File: config.mk
export PLATFORM = sky130hd
export DESIGN_NAME = buck_protection_fault_sequencer
export DESIGN_NICKNAME = d
export VERILOG_FILES = /design/src/fault_seq_pkg.sv /design/src/buck_protection_fault_sequencer.sv
export SDC_FILE = /design/constraint.sdc
export NUM_CORES = 1
export LEC_CHECK = 0
export BUFFER_PORTS_ARGS = -buffer_cell sky130_fd_sc_hd__buf_2
export CORE_MARGIN = 2
export CORE_UTILIZATION = 40
export DETAILED_ROUTE_END_ITERATION = 16
export GPL_TIMING_DRIVEN = 0
export PLACE_DENSITY = 0.67
export SETUP_SLACK_MARGIN = 0.2
export SKIP_LAST_GASP = 1
export SYNTH_ARGS = -nofsm -noshare
export SYNTH_HDL_FRONTEND = slang
export SYNTH_SLANG_ARGS = --single-unit
File: constraint.sdc
create_clock -name clk_sys_i -period 1.7 [get_ports clk_sys_i]
set_input_delay 0.255 -clock clk_sys_i [delete_from_list [all_inputs] [get_ports clk_sys_i]]
set_output_delay 0.255 -clock clk_sys_i [all_outputs]
set_load 0.05 [all_outputs]
File: src/fault_seq_pkg.sv
package fault_seq_pkg;

  // ----------------------------------------------------------------
  // timing
  // ----------------------------------------------------------------
  localparam int unsigned CLK_HZ          = 20_000_000;
  localparam int unsigned HICCUP_OFF_MS   = 55;
  localparam int unsigned HICCUP_OFF_CYC  = (CLK_HZ / 1000) * HICCUP_OFF_MS;
  localparam int unsigned OC_COUNT_LIMIT  = 32;
  localparam int unsigned MIN_ON_NS       = 200;
  localparam int unsigned MIN_ON_CYC      = (MIN_ON_NS * (CLK_HZ / 1_000_000) + 999) / 1000;
  localparam int unsigned SOFTSTART_US    = 1000;
  localparam int unsigned SOFTSTART_CYC   = (CLK_HZ / 1_000_000) * SOFTSTART_US;
  localparam int unsigned TMR_W           = 21;
  localparam int unsigned OCC_W           = 6;
  localparam int unsigned MON_W           = 4;
  localparam int unsigned NCH             = 2;

  localparam logic [OCC_W-1:0] OCC_LIMIT  = OCC_W'(OC_COUNT_LIMIT);
  localparam logic [MON_W-1:0] MIN_ON     = MON_W'(MIN_ON_CYC);

  // ----------------------------------------------------------------
  // comparator bundle per channel
  // ----------------------------------------------------------------
  typedef struct packed {
    logic avg_oc;     // average current above set point
    logic peak_oc;    // first level peak limit tripped
    logic peak_hic;   // second level peak limit tripped
    logic neg_oc;     // negative peak limit tripped
    logic overvoltage_protection;        // output above overvoltage point
    logic in_reg;     // output inside regulation window
  } chan_cmp_t;

  localparam int unsigned CMP_W = $bits(chan_cmp_t);

  typedef struct packed {
    logic high_side;
    logic low_side;
  } gate_t;

  typedef enum logic [2:0] {
    ST_OFF    = 3'b000,
    ST_INIT   = 3'b001,
    ST_SOFT   = 3'b010,
    ST_RUN    = 3'b011,
    ST_HICCUP = 3'b100,
    ST_OTP    = 3'b101
  } seq_state_t;

endpackage : fault_seq_pkg

File: src/buck_protection_fault_sequencer.sv
`timescale 1ns/1ps
// Summary of operation
// - undervoltage lockout resets logic, disables controller
// - regulation flag low during undervoltage lockout
// - rail good at rising, lost at falling
// - mode pin sampled once at init
// - constant-current mode never shuts down on average overcurrent
// - 32 overcurrent cycles give 55ms off
// - peak trip ends high side pulse
// - minimum on time masks peak limit
// - second level peak gives 55ms off
// - negative peak: low off, high on
// - overvoltage event above 114 percent
// - overvoltage holds high off, low on, except while a negative peak holds high on, low off
// - overvoltage clear resumes without restart
// - overvoltage flag pin high on trip
// - over-temperature shuts controller down
// - restart below 145C through soft-start
// - thermal protection ignored while disabled
// - regulation flag drops three clocks after in-regulation falls
module buck_protection_fault_sequencer
  import fault_seq_pkg::*;
(
  input  wire logic                   clk_sys_i,         // 20 MHz device clock
  input  wire logic                   rst_b_i,           // power-on reset, active low
  input  wire logic                   input_undervoltage_lockout_i,            // input below 3.2 V
  input  wire logic                   rail_above_rise_i, // internal 5 V rail above 4 V
  input  wire logic                   rail_below_fall_i, // internal 5 V rail below 3.5 V
  input  wire logic                   enable_i,          // controller enable
  input  wire logic                   mode_pin_low_i,    // mode pin below 0.3 V
  input  wire logic                   temp_hot_i,        // die at or above 160 C
  input  wire logic                   temp_cool_i,       // die below 145 C
  input  wire logic [NCH-1:0]         pwm_i,             // modulator pulse request per channel
  input  wire logic [NCH-1:0]         cycle_start_i,     // switching cycle start pulse
  input  wire chan_cmp_t [NCH-1:0]    cmp_i,             // per channel comparators
  output logic      [NCH-1:0]         high_side_switch_o, // high side gate command
  output logic      [NCH-1:0]         low_side_switch_o,  // low side gate command
  output logic                        output_in_regulation_flag_o, // channel one in regulation
  output logic                        overvoltage_flag_pin_o, // overvoltage tripped
  output logic                        internal_5v_rail_good_o, // rail good, bias may be applied
  output logic                        hiccup_mode_o,     // latched hiccup protection mode
  output logic                        soft_start_o       // soft-start in progress
);

  // ----------------------------------------------------------------
  // synchronizers
  // ----------------------------------------------------------------
  localparam int unsigned SYN_W = 7 + 3 * NCH + NCH * CMP_W;

  logic [SYN_W-1:0] raw_in;
  logic [SYN_W-1:0] meta_r;
  logic [SYN_W-1:0] syn_r;

  assign raw_in = {input_undervoltage_lockout_i, rail_above_rise_i, rail_below_fall_i, enable_i, mode_pin_low_i,
                   temp_hot_i, temp_cool_i, pwm_i, cycle_start_i, {NCH{1'b0}}, cmp_i};

  always_ff @(posedge clk_sys_i or negedge rst_b_i)
  begin
    if (!rst_b_i)
    begin
      meta_r <= '0;
      syn_r  <= '0;
    end
    else
    begin
      meta_r <= raw_in;
      syn_r  <= meta_r;
    end
  end

  wire              s_input_undervoltage_lockout   = syn_r[SYN_W-1];
  wire              s_rise   = syn_r[SYN_W-2];
  wire              s_fall   = syn_r[SYN_W-3];
  wire              s_en     = syn_r[SYN_W-4];
  wire              s_mlow   = syn_r[SYN_W-5];
  wire              s_hot    = syn_r[SYN_W-6];
  wire              s_cool   = syn_r[SYN_W-7];
  wire [NCH-1:0]    s_pwm    = syn_r[NCH*CMP_W+3*NCH-1 -: NCH];
  wire [NCH-1:0]    s_cyc    = syn_r[NCH*CMP_W+2*NCH-1 -: NCH];
  chan_cmp_t [NCH-1:0] s_cmp;
  assign s_cmp = syn_r[NCH*CMP_W-1:0];

  // ----------------------------------------------------------------
  // rail power-on with hysteresis
  // ----------------------------------------------------------------
  logic rail_good_r;
  wire  rail_good_nxt = s_rise ? 1'b1 : (s_fall ? 1'b0 : rail_good_r);

  // lockout acts like a synchronous reset of sequencer and channel state; the mode latch holds
  wire lockout = s_input_undervoltage_lockout | ~rail_good_r;
  wire active  = s_en & ~lockout;

  // ----------------------------------------------------------------
  // sequencer
  // ----------------------------------------------------------------
  seq_state_t       state_r;
  seq_state_t       state_nxt;
  logic [TMR_W-1:0] tmr_r;
  logic [TMR_W-1:0] tmr_nxt;
  logic             hiccup_r;
  logic [NCH-1:0]   ov_r;
  logic [OCC_W-1:0] occ_r [NCH];

  wire [NCH-1:0] hic_trip;
  wire [NCH-1:0] oc_trip;

  // thermal input only looked at while the controller runs
  wire otp_trip = s_hot & (state_r != ST_OFF) & (state_r != ST_OTP);

  always_comb
  begin
    state_nxt = state_r;
    tmr_nxt   = tmr_r;
    unique case (state_r)
      ST_OFF:
      begin
        tmr_nxt = '0;
        if (active)
          state_nxt = ST_INIT;
      end
      ST_INIT:
      begin
        tmr_nxt   = '0;
        state_nxt = ST_SOFT;
      end
      ST_SOFT:
      begin
        tmr_nxt = tmr_r + TMR_W'(1);
        if (tmr_r == TMR_W'(SOFTSTART_CYC - 1))
          state_nxt = ST_RUN;
      end
      ST_RUN:
        tmr_nxt = '0;
      ST_HICCUP:
      begin
        tmr_nxt = tmr_r + TMR_W'(1);
        if (tmr_r == TMR_W'(HICCUP_OFF_CYC - 1))
        begin
          state_nxt = ST_SOFT;
          tmr_nxt   = '0;
        end
      end
      ST_OTP:
      begin
        tmr_nxt = '0;
        if (s_cool)
          state_nxt = ST_SOFT;
      end
      default:
        state_nxt = ST_OFF;
    endcase
    if ((state_r == ST_SOFT || state_r == ST_RUN) && ((|hic_trip) || (|oc_trip)))
    begin
      state_nxt = ST_HICCUP;
      tmr_nxt   = '0;
    end
    if (otp_trip)
      state_nxt = ST_OTP;
    if (!active)
      state_nxt = ST_OFF;
  end

  wire switching = (state_r == ST_SOFT) || (state_r == ST_RUN);

  // ----------------------------------------------------------------
  // per channel gating
  // ----------------------------------------------------------------
  logic [MON_W-1:0] on_cnt_r [NCH];
  logic [NCH-1:0]   pk_cut_r;
  logic [NCH-1:0]   neg_r;
  logic [NCH-1:0]   hs_nxt;
  logic [NCH-1:0]   ls_nxt;

  for (genvar c = 0; c < NCH; c++)
  begin : g_ch
    // a new cycle starts clean: last cycle's cut, latch and count must not leak in
    wire [MON_W-1:0] on_eff  = s_cyc[c] ? '0 : on_cnt_r[c];
    wire             cut_old = pk_cut_r[c] & ~s_cyc[c];
    wire             neg_old = neg_r[c] & ~s_cyc[c];
    wire             blanked = s_pwm[c] & (on_eff < MIN_ON);
    wire             cut_now = s_cmp[c].peak_oc & ~blanked;

    // count only in hiccup mode; the trip cycle restarts the count
    wire             occ_step = switching & hiccup_r & s_cmp[c].avg_oc & ~oc_trip[c];
    wire [OCC_W-1:0] occ_nxt  = occ_step ? occ_r[c] + OCC_W'(1) : '0;
    wire [MON_W-1:0] on_start = (switching & s_pwm[c]) ? MON_W'(1) : '0;

    // constant-current mode regulates in the loop, no shutdown on average overcurrent
    assign oc_trip[c]  = hiccup_r & s_cmp[c].avg_oc & s_cyc[c]
                         & (occ_r[c] == OCC_LIMIT - OCC_W'(1));
    assign hic_trip[c] = s_cmp[c].peak_hic;

    always_comb
    begin
      hs_nxt[c] = 1'b0;
      ls_nxt[c] = 1'b0;
      if (switching)
      begin
        if (ov_r[c])
        begin
          hs_nxt[c] = 1'b0;
          ls_nxt[c] = 1'b1;
        end
        else
        begin
          hs_nxt[c] = s_pwm[c] & ~cut_old & ~cut_now;
          ls_nxt[c] = ~hs_nxt[c];
        end
        if (s_cmp[c].neg_oc | neg_old)
        begin
          hs_nxt[c] = 1'b1;
          ls_nxt[c] = 1'b0;
        end
      end
    end

    // ----------------------------------------------------------------
    // per cycle bookkeeping
    // ----------------------------------------------------------------
    always_ff @(posedge clk_sys_i or negedge rst_b_i)
    begin
      if (!rst_b_i)
      begin
        on_cnt_r[c] <= '0;
        pk_cut_r[c] <= 1'b0;
        neg_r[c]    <= 1'b0;
        occ_r[c]    <= '0;
        ov_r[c]     <= 1'b0;
      end
      else if (s_cyc[c] || !switching)
      begin
        on_cnt_r[c] <= on_start;
        pk_cut_r[c] <= 1'b0;
        neg_r[c]    <= switching & s_cmp[c].neg_oc;
        occ_r[c]    <= occ_nxt;
        ov_r[c]     <= switching & s_cmp[c].overvoltage_protection;
      end
      else
      begin
        if (s_pwm[c] && on_cnt_r[c] != {MON_W{1'b1}})
          on_cnt_r[c] <= on_cnt_r[c] + MON_W'(1);
        pk_cut_r[c] <= pk_cut_r[c] | cut_now;
        neg_r[c]    <= neg_r[c] | s_cmp[c].neg_oc;
        ov_r[c]     <= s_cmp[c].overvoltage_protection;
      end
    end
  end

  // ----------------------------------------------------------------
  // state, mode latch and outputs
  // ----------------------------------------------------------------
  // mode is captured from a clocked sample in init, never at reset
  wire hiccup_nxt = (state_r == ST_INIT) ? ~s_mlow : hiccup_r;
  wire pg_nxt     = ~lockout & s_en & (state_r == ST_RUN) & s_cmp[0].in_reg;

  always_ff @(posedge clk_sys_i or negedge rst_b_i)
  begin
    if (!rst_b_i)
    begin
      state_r     <= ST_OFF;
      tmr_r       <= '0;
      rail_good_r <= 1'b0;
      hiccup_r    <= 1'b0;
    end
    else
    begin
      state_r     <= state_nxt;
      tmr_r       <= tmr_nxt;
      rail_good_r <= rail_good_nxt;
      hiccup_r    <= hiccup_nxt;
    end
  end

  // ----------------------------------------------------------------
  // registered outputs
  // ----------------------------------------------------------------
  // outputs take next-state values so no pin waits an extra cycle, except the overvoltage flag, taken from registered ov_r
  always_ff @(posedge clk_sys_i or negedge rst_b_i)
  begin
    if (!rst_b_i)
    begin
      high_side_switch_o          <= '0;
      low_side_switch_o           <= '0;
      output_in_regulation_flag_o <= 1'b0;
      overvoltage_flag_pin_o      <= 1'b0;
      internal_5v_rail_good_o     <= 1'b0;
      hiccup_mode_o               <= 1'b0;
      soft_start_o                <= 1'b0;
    end
    else
    begin
      high_side_switch_o          <= hs_nxt;
      low_side_switch_o           <= ls_nxt;
      output_in_regulation_flag_o <= pg_nxt;
      overvoltage_flag_pin_o      <= |ov_r;
      internal_5v_rail_good_o     <= rail_good_nxt;
      hiccup_mode_o               <= hiccup_nxt;
      soft_start_o                <= (state_nxt == ST_SOFT);
    end
  end

endmodule : buck_protection_fault_sequencer

After elaboration in Yosys (flattened, before gate mapping) --
Index checks and enable logic that the tools add are counted.
Cells by class: bitwise gates (word level) 56, muxes and demuxes 40, $add $sub $neg 5, reduce and logical (&&, ||, !) cells 18, equal/unequal tests 13, order comparisons 2
Operators by type and width (count):
- $pmux W21 S3 | 1
- $mux W21 | 2
- $and A1 B1 Y1 | 34
- $mux W4 | 6
- $mux W1 | 22
- $add A21 B1 Y21 const B | 1
- $eq A21 B15 Y1 const B | 1
- $eq A21 B21 Y1 const B | 1
- $mux W3 | 6
- $pmux W3 S6 | 1
- $not A1 Y1 | 15
- $add A6 B1 Y6 const B | 2
- $eq A6 B5 Y1 const B | 2
- $mux W6 | 2
- $eq A3 B2 Y1 const B | 3
- $add A4 B1 Y4 const B | 2
- $lt A4 B3 Y1 const B | 2
- $ne A4 B4 Y1 const B | 2
- $or A1 B1 Y1 | 7
- $eq A3 B3 Y1 const B | 2
- $reduce_bool A2 Y1 | 3
- $reduce_or A2 Y1 | 3
- $logic_or A1 B1 Y1 | 4
- $reduce_bool A4 Y1 | 1
- other kinds (7) | 9
Word-level totals: bits in registers 105, logic and storage cells 155, output and inout bits 9

Logic depth before layout (Yosys ltp) --
Gate-level depths: netlist of run 1.
word-level depth 11, depth in mapped cells 7, gate-level depth less buffers 6

Worst setup path before layout of run 1 --
Ideal clock, no wire load.
path type reg2reg, start point register, netlist name hiccup_mode_o, end point register tmr_r[1], buffers on the path 1, stages on the path, launching flop included 7, library setup time 119 ps, data required time 1581 ps, arrival 1609 ps, setup slack -28 ps, clock period less this slack 1728 ps, cells stage by stage dfrtp_1 -> nand3_1 -> nor4_1 -> o41ai_4 -> o311ai_4 -> buf_6 -> o21ai_2
RTL lines:
- end signal, assigned | RTL line buck_protection_fault_sequencer.sv:268 | tmr_r <= tmr_nxt;
- end, declared | RTL line buck_protection_fault_sequencer.sv:98 | logic [TMR_W-1:0] tmr_r;

Worst setup path after layout of run 1 --
start point register occ_r[1] (netlist bit), end point register tmr_r[1]
On the way: word-level cells in the longest chain between the ends 6, elaborated cells between the ends (all ways) 7
Ends and longest elaborated chain:
- start, declared | RTL line buck_protection_fault_sequencer.sv:102 | logic [OCC_W-1:0] occ_r [NCH];
- start signal, assigned by index | RTL line buck_protection_fault_sequencer.sv:235 | occ_r[c] <= occ_nxt;
- $eq A6 B5 Y1 * | RTL line buck_protection_fault_sequencer.sv:190 | & (occ_r[c] == OCC_LIMIT - OCC_W'(1));
- $and A1 B1 Y1 * | RTL line buck_protection_fault_sequencer.sv:190
- $reduce_or A2 Y1 * | RTL line buck_protection_fault_sequencer.sv:152 | if ((state_r == ST_SOFT || state_r == ST_RUN) && ((|hic_trip) || (|oc_trip)))
- $logic_or A1 B1 Y1 * | RTL line buck_protection_fault_sequencer.sv:152
- $logic_and A1 B1 Y1 * | RTL line buck_protection_fault_sequencer.sv:152
- $reduce_bool A4 Y1 (no line) / $mux W21 (equally long branches)
Mark *: on every way between the ends. The rest lies on a longest branch, timed or not. A chain may end at the register's enable or synchronous reset.

==> run_summary.xml, run 1 <==
<?xml version="1.0" encoding="UTF-8"?>
<metrics>
  <group name="place">
    <metric name="io_buffers" unit="">32</metric>
    <metric name="dp_worst_setup_slack" unit="ns">-0.202</metric>
    <metric name="dp_hpwl" unit="µm">4990</metric>
    <metric name="globalplace.congestion" unit="">0.818</metric>
  </group>
  <group name="grt">
    <metric name="grt_start_max_net_pins" unit="">67</metric>
    <metric name="grt_first_pass_wirelength" unit="µm">13600</metric>
    <metric name="grt_pass1_vias" unit="">3011</metric>
    <metric name="grt_antenna_before_repair" unit="">0</metric>
    <metric name="grt_total_ovfl" unit="">0</metric>
    <metric name="global_route.usage.total" unit="%">15.5</metric>
  </group>
  <group name="worst_setup_path">
    <metric name="cp_data_arrival_time" unit="ns">2.07</metric>
    <metric name="critical_path.cell_chain" unit="">ha_2 -&gt; nand2_2 -&gt; nor4_4 -&gt; o41ai_4 -&gt; buf_4 -&gt; o311ai_4 -&gt; buf_6 -&gt; buf_6 -&gt; o21ai_2</metric>
    <metric name="cp_common_cell" unit="">buf_6</metric>
    <metric name="cp_num_buf_inv" unit="">3</metric>
    <metric name="timing.critical_path.max_delay_family" unit="">compound AO/OA/AOI/OAI gates</metric>
    <metric name="timing.rr.start" unit="">occ_r[1]</metric>
    <metric name="startpoint_type_of_the_worst_setup_path" unit="">flip-flop</metric>
    <metric name="worst_r2r_path_depth" unit="">9</metric>
    <metric name="worst-endpoint-required" unit="ns">2.00</metric>
    <metric name="critical-path-max-stage-delay" unit="ns">0.41</metric>
    <metric name="slowest_stage" unit="">dfrtp_1</metric>
    <metric name="setup.worst_path.start" unit="">occ_r[1]</metric>
    <metric name="worst-path-max-fanout" unit="">5</metric>
    <metric name="r2r_end" unit="">tmr_r[1]</metric>
    <metric name="rrSetupSlack" unit="ns">-0.07</metric>
    <metric name="crit_path_end_kind" unit="">flip-flop</metric>
    <metric name="critPathKind" unit="">flip-flop to flip-flop</metric>
  </group>
  <group name="die">
    <metric name="floorplan.initialDensity" unit="%">40.6</metric>
    <metric name="die_h" unit="µm">105</metric>
    <metric name="die_width" unit="µm">105</metric>
    <metric name="core_region_area" unit="µm²">10100</metric>
    <metric name="row_count" unit="">37</metric>
    <metric name="design.portCount" unit="">34</metric>
    <metric name="design.die.area" unit="µm²">11100</metric>
  </group>
  <group name="synthesis">
    <metric name="netlist_instances" unit="">351</metric>
    <metric name="postSynth.topFlopCell" unit="">dfrtp_1</metric>
    <metric name="yosys_warnings" unit="">0</metric>
    <metric name="synth_cell_type_count" unit="">46</metric>
    <metric name="async_reset_ff_share" unit="%">100</metric>
    <metric name="synth_nets" unit="">381</metric>
    <metric name="synth_seq_area_share" unit="%">62.6</metric>
    <metric name="synth_enable_flop_cells" unit="">0</metric>
    <metric name="mappedNetlistArea" unit="µm²">4120</metric>
    <metric name="synthesis.area_per_instance" unit="µm²">11.7</metric>
    <metric name="postSynthRegisterBits" unit="">103</metric>
  </group>
  <group name="cts">
    <metric name="clock_tree_from_tritoncts" unit="">done</metric>
    <metric name="clock_tree.htree_level_count" unit="">3</metric>
    <metric name="clock_insertion_delay_at_the_later_pin_of_the_skew_report" unit="ns">0.36</metric>
    <metric name="cts-buffers-inserted" unit="">9</metric>
    <metric name="cts-root-to-sink-buffers" unit="">2</metric>
    <metric name="clkSlewWorstSetupHoldPaths" unit="ns">0.10</metric>
    <metric name="clock_sinks" unit="">103</metric>
    <metric name="ctsRootBufferMaster" unit="">clkbuf_8</metric>
  </group>
  <group name="timing">
    <metric name="slew_headroom" unit="%">67.5</metric>
    <metric name="rsz0062_at_grt" unit="">true</metric>
    <metric name="period_share" unit="%">104</metric>
    <metric name="final_setup_slack_of_the_worst_path" unit="ns">-0.0712</metric>
    <metric name="clock-skew-final" unit="ns">0.00982</metric>
    <metric name="final-hold-violation-count" unit="">0</metric>
    <metric name="final_period_minus_worst_setup_slack" unit="ns">1.77</metric>
    <metric name="clock.fmax" unit="GHz">0.565</metric>
    <metric name="setup_viol" unit="">22</metric>
    <metric name="final.setup.tns" unit="ns">-1.14</metric>
    <metric name="final-max-slew-violation-count" unit="">0</metric>
    <metric name="worstMarginPinSlew" unit="ns">0.488</metric>
  </group>
  <group name="drt">
    <metric name="totalWireLength" unit="µm">7980</metric>
    <metric name="antenna_violating_nets_left" unit="">0</metric>
    <metric name="drt-vias-per-instance" unit="">4.82</metric>
    <metric name="drc" unit="">0</metric>
    <metric name="drt-pass1-iter-count" unit="">4</metric>
    <metric name="via_count" unit="">2842</metric>
    <metric name="routed_wire_length_per_instance" unit="µm">13.5</metric>
    <metric name="number_of_drc_markers_in_iteration_0" unit="">102</metric>
  </group>
  <group name="pwr">
    <metric name="power.density_cell_area" unit="nW/µm²">795</metric>
    <metric name="vdd_drop_max" unit="V">0.000458</metric>
    <metric name="p_leak" unit="nW">2.41</metric>
  </group>
  <group name="outcome">
    <metric name="failed_checks" unit="">negative setup slack</metric>
    <metric name="status" unit="">finished, violations left</metric>
  </group>
  <group name="layout">
    <metric name="multiInputGateArea" unit="µm²">1780</metric>
    <metric name="nFillCells" unit="">853</metric>
    <metric name="flow.area_growth_from_synthesis" unit="%">34.5</metric>
    <metric name="final_net_count" unit="">479</metric>
    <metric name="post_route_cells_drive_above_1_share" unit="%">32.8</metric>
    <metric name="seq_area" unit="µm²">2580</metric>
    <metric name="layout_commonest_cell" unit="">dfrtp_1</metric>
    <metric name="layout_common_cells" unit="">dfrtp_1, nor2_1, buf_2</metric>
    <metric name="insertedDiodeCount" unit="">0</metric>
  </group>
  <group name="worst_hold_path">
    <metric name="hp-class" unit="">flip-flop to flip-flop</metric>
    <metric name="holdPathEnd" unit="">syn_r[1]</metric>
    <metric name="worstHoldStart" unit="">meta_r[1]</metric>
    <metric name="timing.hold.worst_path_depth" unit="">0</metric>
  </group>
  <group name="flow_run">
    <metric name="drv.max_cap_violation_count" unit="">0</metric>
  </group>
</metrics>
timing repair:
| action | CTS | global route |
|---|---|---|
| pin swaps | 16 | 12 |
| endpoints found under the hold margin | 59 | 0 |
| gates cloned | 2 | 0 |
| hold buffers | 23 | 0 |
| setup endpoints to repair | 37 | 43 |
| buffers inserted | 21 | 8 |
| gates resized for setup | 34 | 51 |
kinds of logic (layout without fill, tap and decap cells):
logic type | Yosys count | after routing | share of synthesized area (%)
multiplexers | 2 | 2 | 0.486
XOR/XNOR | 35 | 35 | 7.44
adder cells (fa/ha/maj) | 5 | 5 | 1.52
AO/OA/AOI/OAI | 31 | 31 | 6.05
flip-flops | 103 | 103 | 62.6
AND/OR/NAND/NOR | 158 | 158 | 19.8
buffers and inverters | 17 | 120 | 2.13
cell usage after synthesis (3+ instances only):
cell type	instances	share of area [%]
dfrtp_1	103	63
nor2_1	61	5.6
nand2_1	19	1.7
xnor2_1	19	4.0
nand3_1	17	2.1
xor2_1	16	3.4
a21oi_1	9	1.1
and2_1	8	1.2
inv_1	8	0.73
and3_1	7	1.1
nand4_1	7	1.1
nand2b_1	6	0.91
nor2b_1	6	0.91
o21ai_0	6	0.73
ha_1	5	1.5
buf_2	4	0.49
nor3_1	4	0.49
and4_1	3	0.64
nand4b_1	3	0.64
nor3b_1	3	0.55
nor4_1	3	0.46
worst max path at each step:
| stage | endpoint | slack (ns) | cells after the start |
|---|---|---|---|
| finish | tmr_r[1] | -0.07 | 9 |
| global route | tmr_r[2] | -0.16 | 7 |
| CTS | tmr_r[18] | -0.08 | 7 |
| detailed placement | tmr_r[17] | -0.20 | 7 |
| global placement | hiccup_mode_o | -0.84 | 1 |
| floorplan | tmr_r[1] | 0.03 | 7 |
stage by stage:
| step | cell area (µm²) | util, % | hold WS (ns) | power, mW | instances |
|---|---|---|---|---|---|
| 2_1_floorplan | 4160 | - | -0.0406 | 2.72 | 351 |
| 3_3_place_gp | 4490 | 44.3 | 0.332 | 2.83 | 519 |
| 3_5_place_dp | 4520 | 44.6 | 0.263 | 2.84 | 520 |
| 4_1_cts | 5250 | 51.7 | 0.357 | 4.45 | 582 |
| 5_1_grt | 5540 | 54.6 | 0.362 | 4.60 | 590 |
| 6_report | 5540 | 54.6 | 0.355 | 4.40 | 590 |
state kept, by name, summed over array words and instances (netlist names):
signal,flops
hiccup_mode_o,1
high_side_switch_o,2
internal_5v_rail_good_o,1
low_side_switch_o,2
meta_r,22
neg_r,2
occ_r,12
on_cnt_r,8
output_in_regulation_flag_o,1
ov_r,2
overvoltage_flag_pin_o,1
pk_cut_r,2
soft_start_o,1
state_r,3
syn_r,22
tmr_r,21
power breakdown:
part | internal [mW] | leakage [nW] | switching, mW
Sequential | 2.52 | 1.33 | 0.0400
Clock | 0.704 | 0.0994 | 0.821
Combinational | 0.141 | 0.983 | 0.179
Total | 3.36 | 2.41 | 1.04
routing by layer:
| layer | global-route usage (%) | vias up | share of wire, % |
|---|---|---|---|
| li1 | - | 1374 | - |
| met1 | 19.0 | 1396 | 43 |
| met2 | 25.8 | 56 | 51 |
| met3 | 4.76 | 16 | 4.0 |
| met4 | 5.43 | 0 | 1.9 |
| met5 | 0 | - | 0 |
area by class of cell:
cell class,count,area share [%]
Sequential cell,103,46.6
Clock buffer,10,2.30
Tap cell,136,3.07
Clock inverter,6,1.36
Buffer,9,1.58
Multi-Input combinational cell,231,32.2
Inverter,8,0.542
Timing Repair Buffer,87,12.4
Power figures use the tool's default switching activity.
==> run 2, diff against run 1 <==
Settings changed: ABC_AREA set to 1.
==> run_summary.xml, run 2 <==
<?xml version="1.0" encoding="UTF-8"?>
<metrics>
  <group name="layout">
    <metric name="nFillCells" unit="">906</metric>
    <metric name="post_route_cells_drive_above_1_share" unit="%">27.1</metric>
    <metric name="layout_commonest_cell" unit="">dfrtp_1</metric>
    <metric name="reg_top3" unit="">meta_r x22, syn_r x22, tmr_r x21</metric>
    <metric name="seq_area" unit="µm²">2580</metric>
    <metric name="insertedDiodeCount" unit="">0</metric>
    <metric name="multiInputGateArea" unit="µm²">1650</metric>
    <metric name="final_net_count" unit="">575</metric>
    <metric name="layout_common_cells" unit="">dfrtp_1, nand2_1, nor2_1</metric>
    <metric name="flow.area_growth_from_synthesis" unit="%">30.1</metric>
  </group>
  <group name="place">
    <metric name="io_buffers" unit="">32</metric>
    <metric name="globalplace.congestion" unit="">0.872</metric>
    <metric name="dp_hpwl" unit="µm">5260</metric>
  </group>
  <group name="die">
    <metric name="design.die.area" unit="µm²">11500</metric>
    <metric name="die_width" unit="µm">107</metric>
    <metric name="row_count" unit="">37</metric>
    <metric name="die_h" unit="µm">107</metric>
    <metric name="core_region_area" unit="µm²">10400</metric>
    <metric name="design.portCount" unit="">34</metric>
    <metric name="floorplan.initialDensity" unit="%">41.2</metric>
  </group>
  <group name="synthesis">
    <metric name="async_reset_ff_share" unit="%">100</metric>
    <metric name="synth_simple_gate_area_share" unit="%">25.5</metric>
    <metric name="postSynth.topFlopCell" unit="">dfrtp_1</metric>
    <metric name="synth_seq_area_share" unit="%">60.3</metric>
    <metric name="synth_top_cells_by_area" unit="">dfrtp_1, nand2_1, nor2_1, nand3_1, inv_1</metric>
    <metric name="synth_cell_type_count" unit="">35</metric>
    <metric name="synthesis.area_per_instance" unit="µm²">9.56</metric>
    <metric name="synth_nets" unit="">477</metric>
    <metric name="mappedNetlistArea" unit="µm²">4270</metric>
    <metric name="synth_compound_gate_area_share" unit="%">5.47</metric>
    <metric name="yosysMostFrequentCell" unit="">dfrtp_1</metric>
    <metric name="netlist_instances" unit="">447</metric>
    <metric name="postSynthRegisterBits" unit="">103</metric>
    <metric name="yosys.area_share.adder" unit="%">1.46</metric>
    <metric name="synth_enable_flop_cells" unit="">0</metric>
    <metric name="synth_mux_area_share" unit="%">0.234</metric>
    <metric name="synth-xor-area-share" unit="%">2.05</metric>
    <metric name="synth_largest_area_cell" unit="">dfrtp_1</metric>
    <metric name="synth_top_family_by_area" unit="">simple AND/OR/NAND/NOR gates</metric>
    <metric name="synth_top_area_share" unit="%">60.3</metric>
    <metric name="list_of_most_frequent_post_synthesis_cells" unit="">dfrtp_1, nand2_1, nor2_1</metric>
    <metric name="yosys_warnings" unit="">0</metric>
  </group>
  <group name="worst_setup_path">
    <metric name="startpoint_type_of_the_worst_setup_path" unit="">flip-flop</metric>
    <metric name="cp_data_arrival_time" unit="ns">1.83</metric>
    <metric name="cp_common_cell" unit="">nand2_2</metric>
    <metric name="timing.critical_path.max_delay_family" unit="">simple AND/OR/NAND/NOR gates</metric>
    <metric name="critical-path-max-stage-delay" unit="ns">0.37</metric>
    <metric name="slowest_stage" unit="">dfrtp_1</metric>
    <metric name="cp_num_buf_inv" unit="">3</metric>
    <metric name="critPathKind" unit="">flip-flop to flip-flop</metric>
    <metric name="worst-path-max-fanout" unit="">5</metric>
    <metric name="worst-endpoint-required" unit="ns">1.96</metric>
    <metric name="critical_path.cell_chain" unit="">ha_2 -&gt; nand2_2 -&gt; inv_2 -&gt; nand2_2 -&gt; nor2_4 -&gt; nand2_2 -&gt; nand2_2 -&gt; nand2_2 -&gt; nand2_4 -&gt; buf_12 -&gt; buf_8 -&gt; nor2_2</metric>
    <metric name="crit_path_end_kind" unit="">flip-flop</metric>
  </group>
  <group name="cts">
    <metric name="cts-buffers-inserted" unit="">9</metric>
    <metric name="clkSlewWorstSetupHoldPaths" unit="ns">0.10</metric>
    <metric name="ctsRootBufferMaster" unit="">clkbuf_8</metric>
    <metric name="clock_tree.htree_level_count" unit="">3</metric>
    <metric name="clock_insertion_delay_at_the_later_pin_of_the_skew_report" unit="ns">0.38</metric>
    <metric name="clock_tree_from_tritoncts" unit="">done</metric>
    <metric name="cts-root-to-sink-buffers" unit="">2</metric>
    <metric name="clock_sinks" unit="">103</metric>
  </group>
  <group name="timing">
    <metric name="slew_headroom" unit="%">68.9</metric>
    <metric name="clock-skew-final" unit="ns">0.0135</metric>
    <metric name="final-max-slew-violation-count" unit="">0</metric>
    <metric name="setup_viol" unit="">0</metric>
    <metric name="clock.fmax" unit="GHz">0.638</metric>
    <metric name="final-hold-violation-count" unit="">0</metric>
    <metric name="worstMarginPinSlew" unit="ns">0.460</metric>
    <metric name="fin_worst_hold_slack" unit="ns">0.336</metric>
    <metric name="rsz0062_at_grt" unit="">true</metric>
    <metric name="period_share" unit="%">92.2</metric>
    <metric name="final_period_minus_worst_setup_slack" unit="ns">1.57</metric>
  </group>
  <group name="worst_hold_path">
    <metric name="hp-class" unit="">input port to async pin</metric>
  </group>
  <group name="pwr">
    <metric name="power_frac_comb" unit="%">6.5</metric>
    <metric name="p_int" unit="mW">3.36</metric>
    <metric name="totalPowerFinal" unit="mW">4.51</metric>
    <metric name="p_clk_share" unit="%">36.8</metric>
    <metric name="power.density_cell_area" unit="nW/µm²">810</metric>
    <metric name="p_sw_share" unit="%">25.4</metric>
    <metric name="switchingPower" unit="mW">1.14</metric>
    <metric name="p_leak" unit="nW">2.60</metric>
    <metric name="pwr-share-seq" unit="%">56.6</metric>
    <metric name="vdd_drop_max" unit="V">0.000615</metric>
  </group>
  <group name="drt">
    <metric name="routed_wire_length_per_instance" unit="µm">12.2</metric>
    <metric name="drt-vias-per-instance" unit="">4.77</metric>
    <metric name="via_count" unit="">3274</metric>
    <metric name="number_of_drc_markers_in_iteration_0" unit="">150</metric>
    <metric name="drt-pass1-iter-count" unit="">4</metric>
    <metric name="drc" unit="">0</metric>
    <metric name="antenna_violating_nets_left" unit="">0</metric>
    <metric name="totalWireLength" unit="µm">8400</metric>
  </group>
  <group name="outcome">
    <metric name="status" unit="">finished, final reports clean</metric>
  </group>
  <group name="grt">
    <metric name="grt_first_pass_wirelength" unit="µm">14900</metric>
    <metric name="grt_pass1_vias" unit="">3317</metric>
    <metric name="grt_total_ovfl" unit="">0</metric>
    <metric name="global_route.usage.total" unit="%">16.3</metric>
    <metric name="grt_start_max_net_pins" unit="">76</metric>
    <metric name="grt_antenna_before_repair" unit="">0</metric>
  </group>
  <group name="flow_run">
    <metric name="drv.max_cap_violation_count" unit="">0</metric>
  </group>
</metrics>
==> run 2: worst paths after layout <==
path | start | slack (ns) | endpoint | cells past startpoint
setup / recovery | tmr_r[0] | 0.13 | tmr_r[7] | 12
max in group asynchronous | rst_b_i | 0.66 | state_r[2] | 3
setup reg to reg | tmr_r[0] | 0.13 | tmr_r[7] | 12
hold / removal | rst_b_i | 0.34 | tmr_r[13] | 2
min in group clk_sys_i | meta_r[21] | 0.36 | syn_r[21] | 0
hold reg to reg | meta_r[21] | 0.36 | syn_r[21] | 0
==> run 2: final cells by class <==
type / count / share of cell area (%)
plain buffers: 3 / 0.675
clock buffers: 9 / 2.23
clock inverters: 7 / 1.80
inverters: 47 / 3.40
multi-input cells: 294 / 29.7
flip-flops and latches: 103 / 46.4
well taps: 136 / 3.06
repair buffers: 87 / 12.7
==> run 2: cell families (layout without fill, tap and decap cells) <==
logic type	Yosys count	count (layout)
AOI/OAI and AO/OA	40	40
xor gates and xnor gates	10	10
adders and majority gates	5	5
buffers and inverters	50	153
DFF	103	103
muxes	1	1
and+or+nand+nor	238	238
==> run 2: power groups by stage <==
stage | sequential [mW] | clock [mW] | combinational (mW)
detailed placement | 2.60 | 0 | 0.221
finish | 2.55 | 1.66 | 0.294
global placement | 2.60 | 0 | 0.207
CTS | 2.55 | 1.72 | 0.284
floorplan | 2.62 | 0 | 0.0770
global route | 2.56 | 1.81 | 0.330
==> run 2: worst reg2reg max path: cells and delay by family (launching register included) <==
| family | cells | cell delay [ns] |
|---|---|---|
| and+or+nand+nor | 8 | 0.60 |
| adders and majority gates | 1 | 0.20 |
| buffers and inverters | 3 | 0.29 |
| DFF | 1 | 0.37 |
==> run 2: per-stage QoR <==
stage                     std cells  area, µm²  setup slack [ns]  TNS (ns)  utilization [%]
after floorplan                 447       4270             0.208         0                -
after global placement          615       4600            -0.668    -67.96             44.4
after detailed placement        616       4630           -0.0121   -0.0134             44.7
after CTS                       672       5330             0.127         0             51.4
after global routing            686       5560            0.0151         0             53.6
final                           686       5560             0.133         0             53.6
==> run 2: metal layers <==
metal / track usage, % / share of wire, % / wire [µm] / vias up
li1: - / - / - / 1628
met4: 5.49 / 1.2 / 100 / 0
met3: 4.90 / 4.4 / 370 / 11
met1: 20.2 / 44 / 3720 / 1567
met2: 27.3 / 50 / 4200 / 68
met5: 0 / 0 / 0 / -
==> run 2: what timing repair did <==
| action | in CTS | in global routing |
|---|---|---|
| endpoints found under the setup margin | 24 | 41 |
| pin swaps | 9 | 14 |
| endpoints found under the hold margin | 50 | 0 |
| cloned | 2 | 0 |
| gates resized for setup | 22 | 36 |
| hold buffers | 23 | 0 |
| setup buffers | 15 | 14 |
==> run 3, diff against run 2 <==
Settings changed: CORE_ASPECT_RATIO set to 1.25, CORE_UTILIZATION 40 to 33, PLACE_DENSITY 0.67 to 0.59.
==> run_summary.xml, run 3 (synthesized netlist as in run 2, its figures left out) <==
<?xml version="1.0" encoding="UTF-8"?>
<metrics>
  <group name="outcome">
    <metric name="status" unit="">finished, final reports clean</metric>
  </group>
  <group name="cts">
    <metric name="clock_sinks" unit="">103</metric>
    <metric name="clkSlewWorstSetupHoldPaths" unit="ns">0.07</metric>
    <metric name="clock_tree.htree_level_count" unit="">3</metric>
    <metric name="clock_tree_from_tritoncts" unit="">done</metric>
    <metric name="clock_insertion_delay_at_the_later_pin_of_the_skew_report" unit="ns">0.35</metric>
    <metric name="cts-buffers-inserted" unit="">9</metric>
    <metric name="cts-root-to-sink-buffers" unit="">2</metric>
    <metric name="ctsRootBufferMaster" unit="">clkbuf_16</metric>
  </group>
  <group name="drt">
    <metric name="drt-pass1-iter-count" unit="">4</metric>
    <metric name="number_of_drc_markers_in_iteration_0" unit="">195</metric>
    <metric name="routed_wire_length_per_instance" unit="µm">12.1</metric>
    <metric name="via_count" unit="">3179</metric>
    <metric name="totalWireLength" unit="µm">8590</metric>
    <metric name="drc" unit="">0</metric>
    <metric name="drt-vias-per-instance" unit="">4.49</metric>
    <metric name="antenna_violating_nets_left" unit="">0</metric>
  </group>
  <group name="worst_setup_path">
    <metric name="cp_num_buf_inv" unit="">3</metric>
    <metric name="crit_path_end_kind" unit="">flip-flop</metric>
    <metric name="startpoint_type_of_the_worst_setup_path" unit="">flip-flop</metric>
    <metric name="timing.critical_path.max_delay_family" unit="">simple AND/OR/NAND/NOR gates</metric>
    <metric name="critical-path-max-stage-delay" unit="ns">0.42</metric>
    <metric name="slowest_stage" unit="">dfrtp_1</metric>
    <metric name="cp_common_cell" unit="">nand2_2</metric>
    <metric name="cp_data_arrival_time" unit="ns">1.82</metric>
    <metric name="critPathKind" unit="">flip-flop to flip-flop</metric>
    <metric name="worst-endpoint-required" unit="ns">1.93</metric>
    <metric name="worst-path-max-fanout" unit="">5</metric>
    <metric name="critical_path.cell_chain" unit="">ha_4 -&gt; nand2_4 -&gt; inv_2 -&gt; nand2_2 -&gt; nor2_4 -&gt; nand2_1 -&gt; nand2_2 -&gt; nand2_2 -&gt; nand2_4 -&gt; buf_12 -&gt; buf_12 -&gt; nor2_4</metric>
  </group>
  <group name="worst_hold_path">
    <metric name="hp-class" unit="">input port to flip-flop</metric>
  </group>
  <group name="timing">
    <metric name="clock-skew-final" unit="ns">0.00933</metric>
    <metric name="final_setup_slack_of_the_worst_path" unit="ns">0.107</metric>
    <metric name="setup_viol" unit="">0</metric>
    <metric name="worstMarginPinSlew" unit="ns">0.492</metric>
    <metric name="fin_worst_hold_slack" unit="ns">0.00909</metric>
    <metric name="final-hold-violation-count" unit="">0</metric>
    <metric name="slew_headroom" unit="%">66.8</metric>
    <metric name="clock.fmax" unit="GHz">0.628</metric>
    <metric name="rsz0062_at_grt" unit="">true</metric>
    <metric name="final-max-slew-violation-count" unit="">0</metric>
    <metric name="final_period_minus_worst_setup_slack" unit="ns">1.59</metric>
    <metric name="period_share" unit="%">93.7</metric>
  </group>
  <group name="layout">
    <metric name="layout_commonest_cell" unit="">dfrtp_1</metric>
    <metric name="flow.area_growth_from_synthesis" unit="%">30.4</metric>
    <metric name="layout_common_cells" unit="">dfrtp_1, nand2_1, nor2_1</metric>
    <metric name="post_route_cells_drive_above_1_share" unit="%">29.3</metric>
    <metric name="reg_top3" unit="">meta_r x22, syn_r x22, tmr_r x21</metric>
    <metric name="nFillCells" unit="">1233</metric>
    <metric name="final_net_count" unit="">565</metric>
    <metric name="insertedDiodeCount" unit="">0</metric>
  </group>
  <group name="die">
    <metric name="floorplan.initialDensity" unit="%">33.8</metric>
    <metric name="design.die.area" unit="µm²">13900</metric>
    <metric name="core_region_area" unit="µm²">12700</metric>
    <metric name="die_h" unit="µm">131</metric>
    <metric name="die_width" unit="µm">106</metric>
    <metric name="design.portCount" unit="">34</metric>
    <metric name="row_count" unit="">46</metric>
  </group>
  <group name="flow_run">
    <metric name="drv.max_cap_violation_count" unit="">0</metric>
  </group>
  <group name="place">
    <metric name="globalplace.congestion" unit="">0.778</metric>
    <metric name="dp_hpwl" unit="µm">5380</metric>
    <metric name="io_buffers" unit="">32</metric>
    <metric name="dp_worst_setup_slack" unit="ns">0.0136</metric>
  </group>
  <group name="grt">
    <metric name="grt_total_ovfl" unit="">0</metric>
    <metric name="grt_first_pass_wirelength" unit="µm">14400</metric>
    <metric name="global_route.usage.total" unit="%">12.8</metric>
    <metric name="grt_pass1_vias" unit="">3164</metric>
    <metric name="grt_start_max_net_pins" unit="">72</metric>
    <metric name="grt_antenna_before_repair" unit="">0</metric>
  </group>
  <group name="pwr">
    <metric name="power.density_cell_area" unit="nW/µm²">868</metric>
    <metric name="p_leak" unit="nW">2.60</metric>
    <metric name="vdd_drop_max" unit="V">0.000528</metric>
  </group>
</metrics>
[run 3: cell types whose count changed in the layout (fill, tap and decap cells not counted), moves of 5 or more]
cell and delta:
dlygate4sd3_1 -17, clkbuf_16 +9, clkbuf_8 -8, nor2_2 -7, buf_4 +5, nor2_1 +5
[run 3: area by class of cell]
class                   instances  area, µm²  share of cell area, %
plain buffers                   3       46.3                  0.830
flip-flops and latches        103       2580                   46.3
clock buffers                  10        239                   4.29
inverters                      47        189                   3.39
well taps                     168        210                   3.77
multi-input cells             294       1660                   29.8
clock inverters                 6       52.6                  0.943
repair buffers                 77        596                   10.7
[run 3: through the flow]
stage	util, %	std cells	power, mW	TNS (ns)	area [µm²]
after CTS	41.5	686	4.86	0	5260
after floorplan	-	447	2.70	0	4270
after global routing	44.0	708	5.04	0	5580
after detailed placement	36.9	648	2.82	0	4670
after global placement	36.7	647	2.81	-68.41	4640
final	44.0	708	4.84	0	5580
[run 3: where the power goes]
part	total, mW	internal [mW]	leakage [nW]	switching, mW
clock	2.02	1.06	0.138	0.958
sequential	2.55	2.52	1.33	0.0383
combinational	0.270	0.102	1.14	0.168
total	4.84	3.68	2.60	1.16
[run 3: final timing paths]
path | start | endpoint | slack (ns) | depth (start not counted)
max in group asynchronous | rst_b_i | state_r[2] | 0.61 | 3
max | tmr_r[1] | tmr_r[7] | 0.11 | 12
min | pwm_i[0] | meta_r[16] | 0.009 | 1
min reg2reg | meta_r[18] | syn_r[18] | 0.34 | 0
min in group asynchronous | rst_b_i | meta_r[8] | 0.40 | 2
max reg2reg | tmr_r[1] | tmr_r[7] | 0.11 | 12
[run 3: per-layer routing]
layer | global-route usage (%) | part of all wire (%) | vias to the layer above
met5 | 0 | 0 | -
li1 | - | - | 1607
met4 | 4.90 | 1.5 | 0
met2 | 22.4 | 53 | 52
met1 | 15.6 | 43 | 1510
met3 | 2.38 | 3.0 | 10
[run 3: timing repair]
item | 4_1_cts | 5_1_grt
endpoints found under the setup margin | 25 | 34
setup buffers | 19 | 17
hold buffers | 1 | 5
hold endpoints to repair | 32 | 5
gates cloned | 2 | 0
pin swaps | 10 | 20
resized for setup | 28 | 37
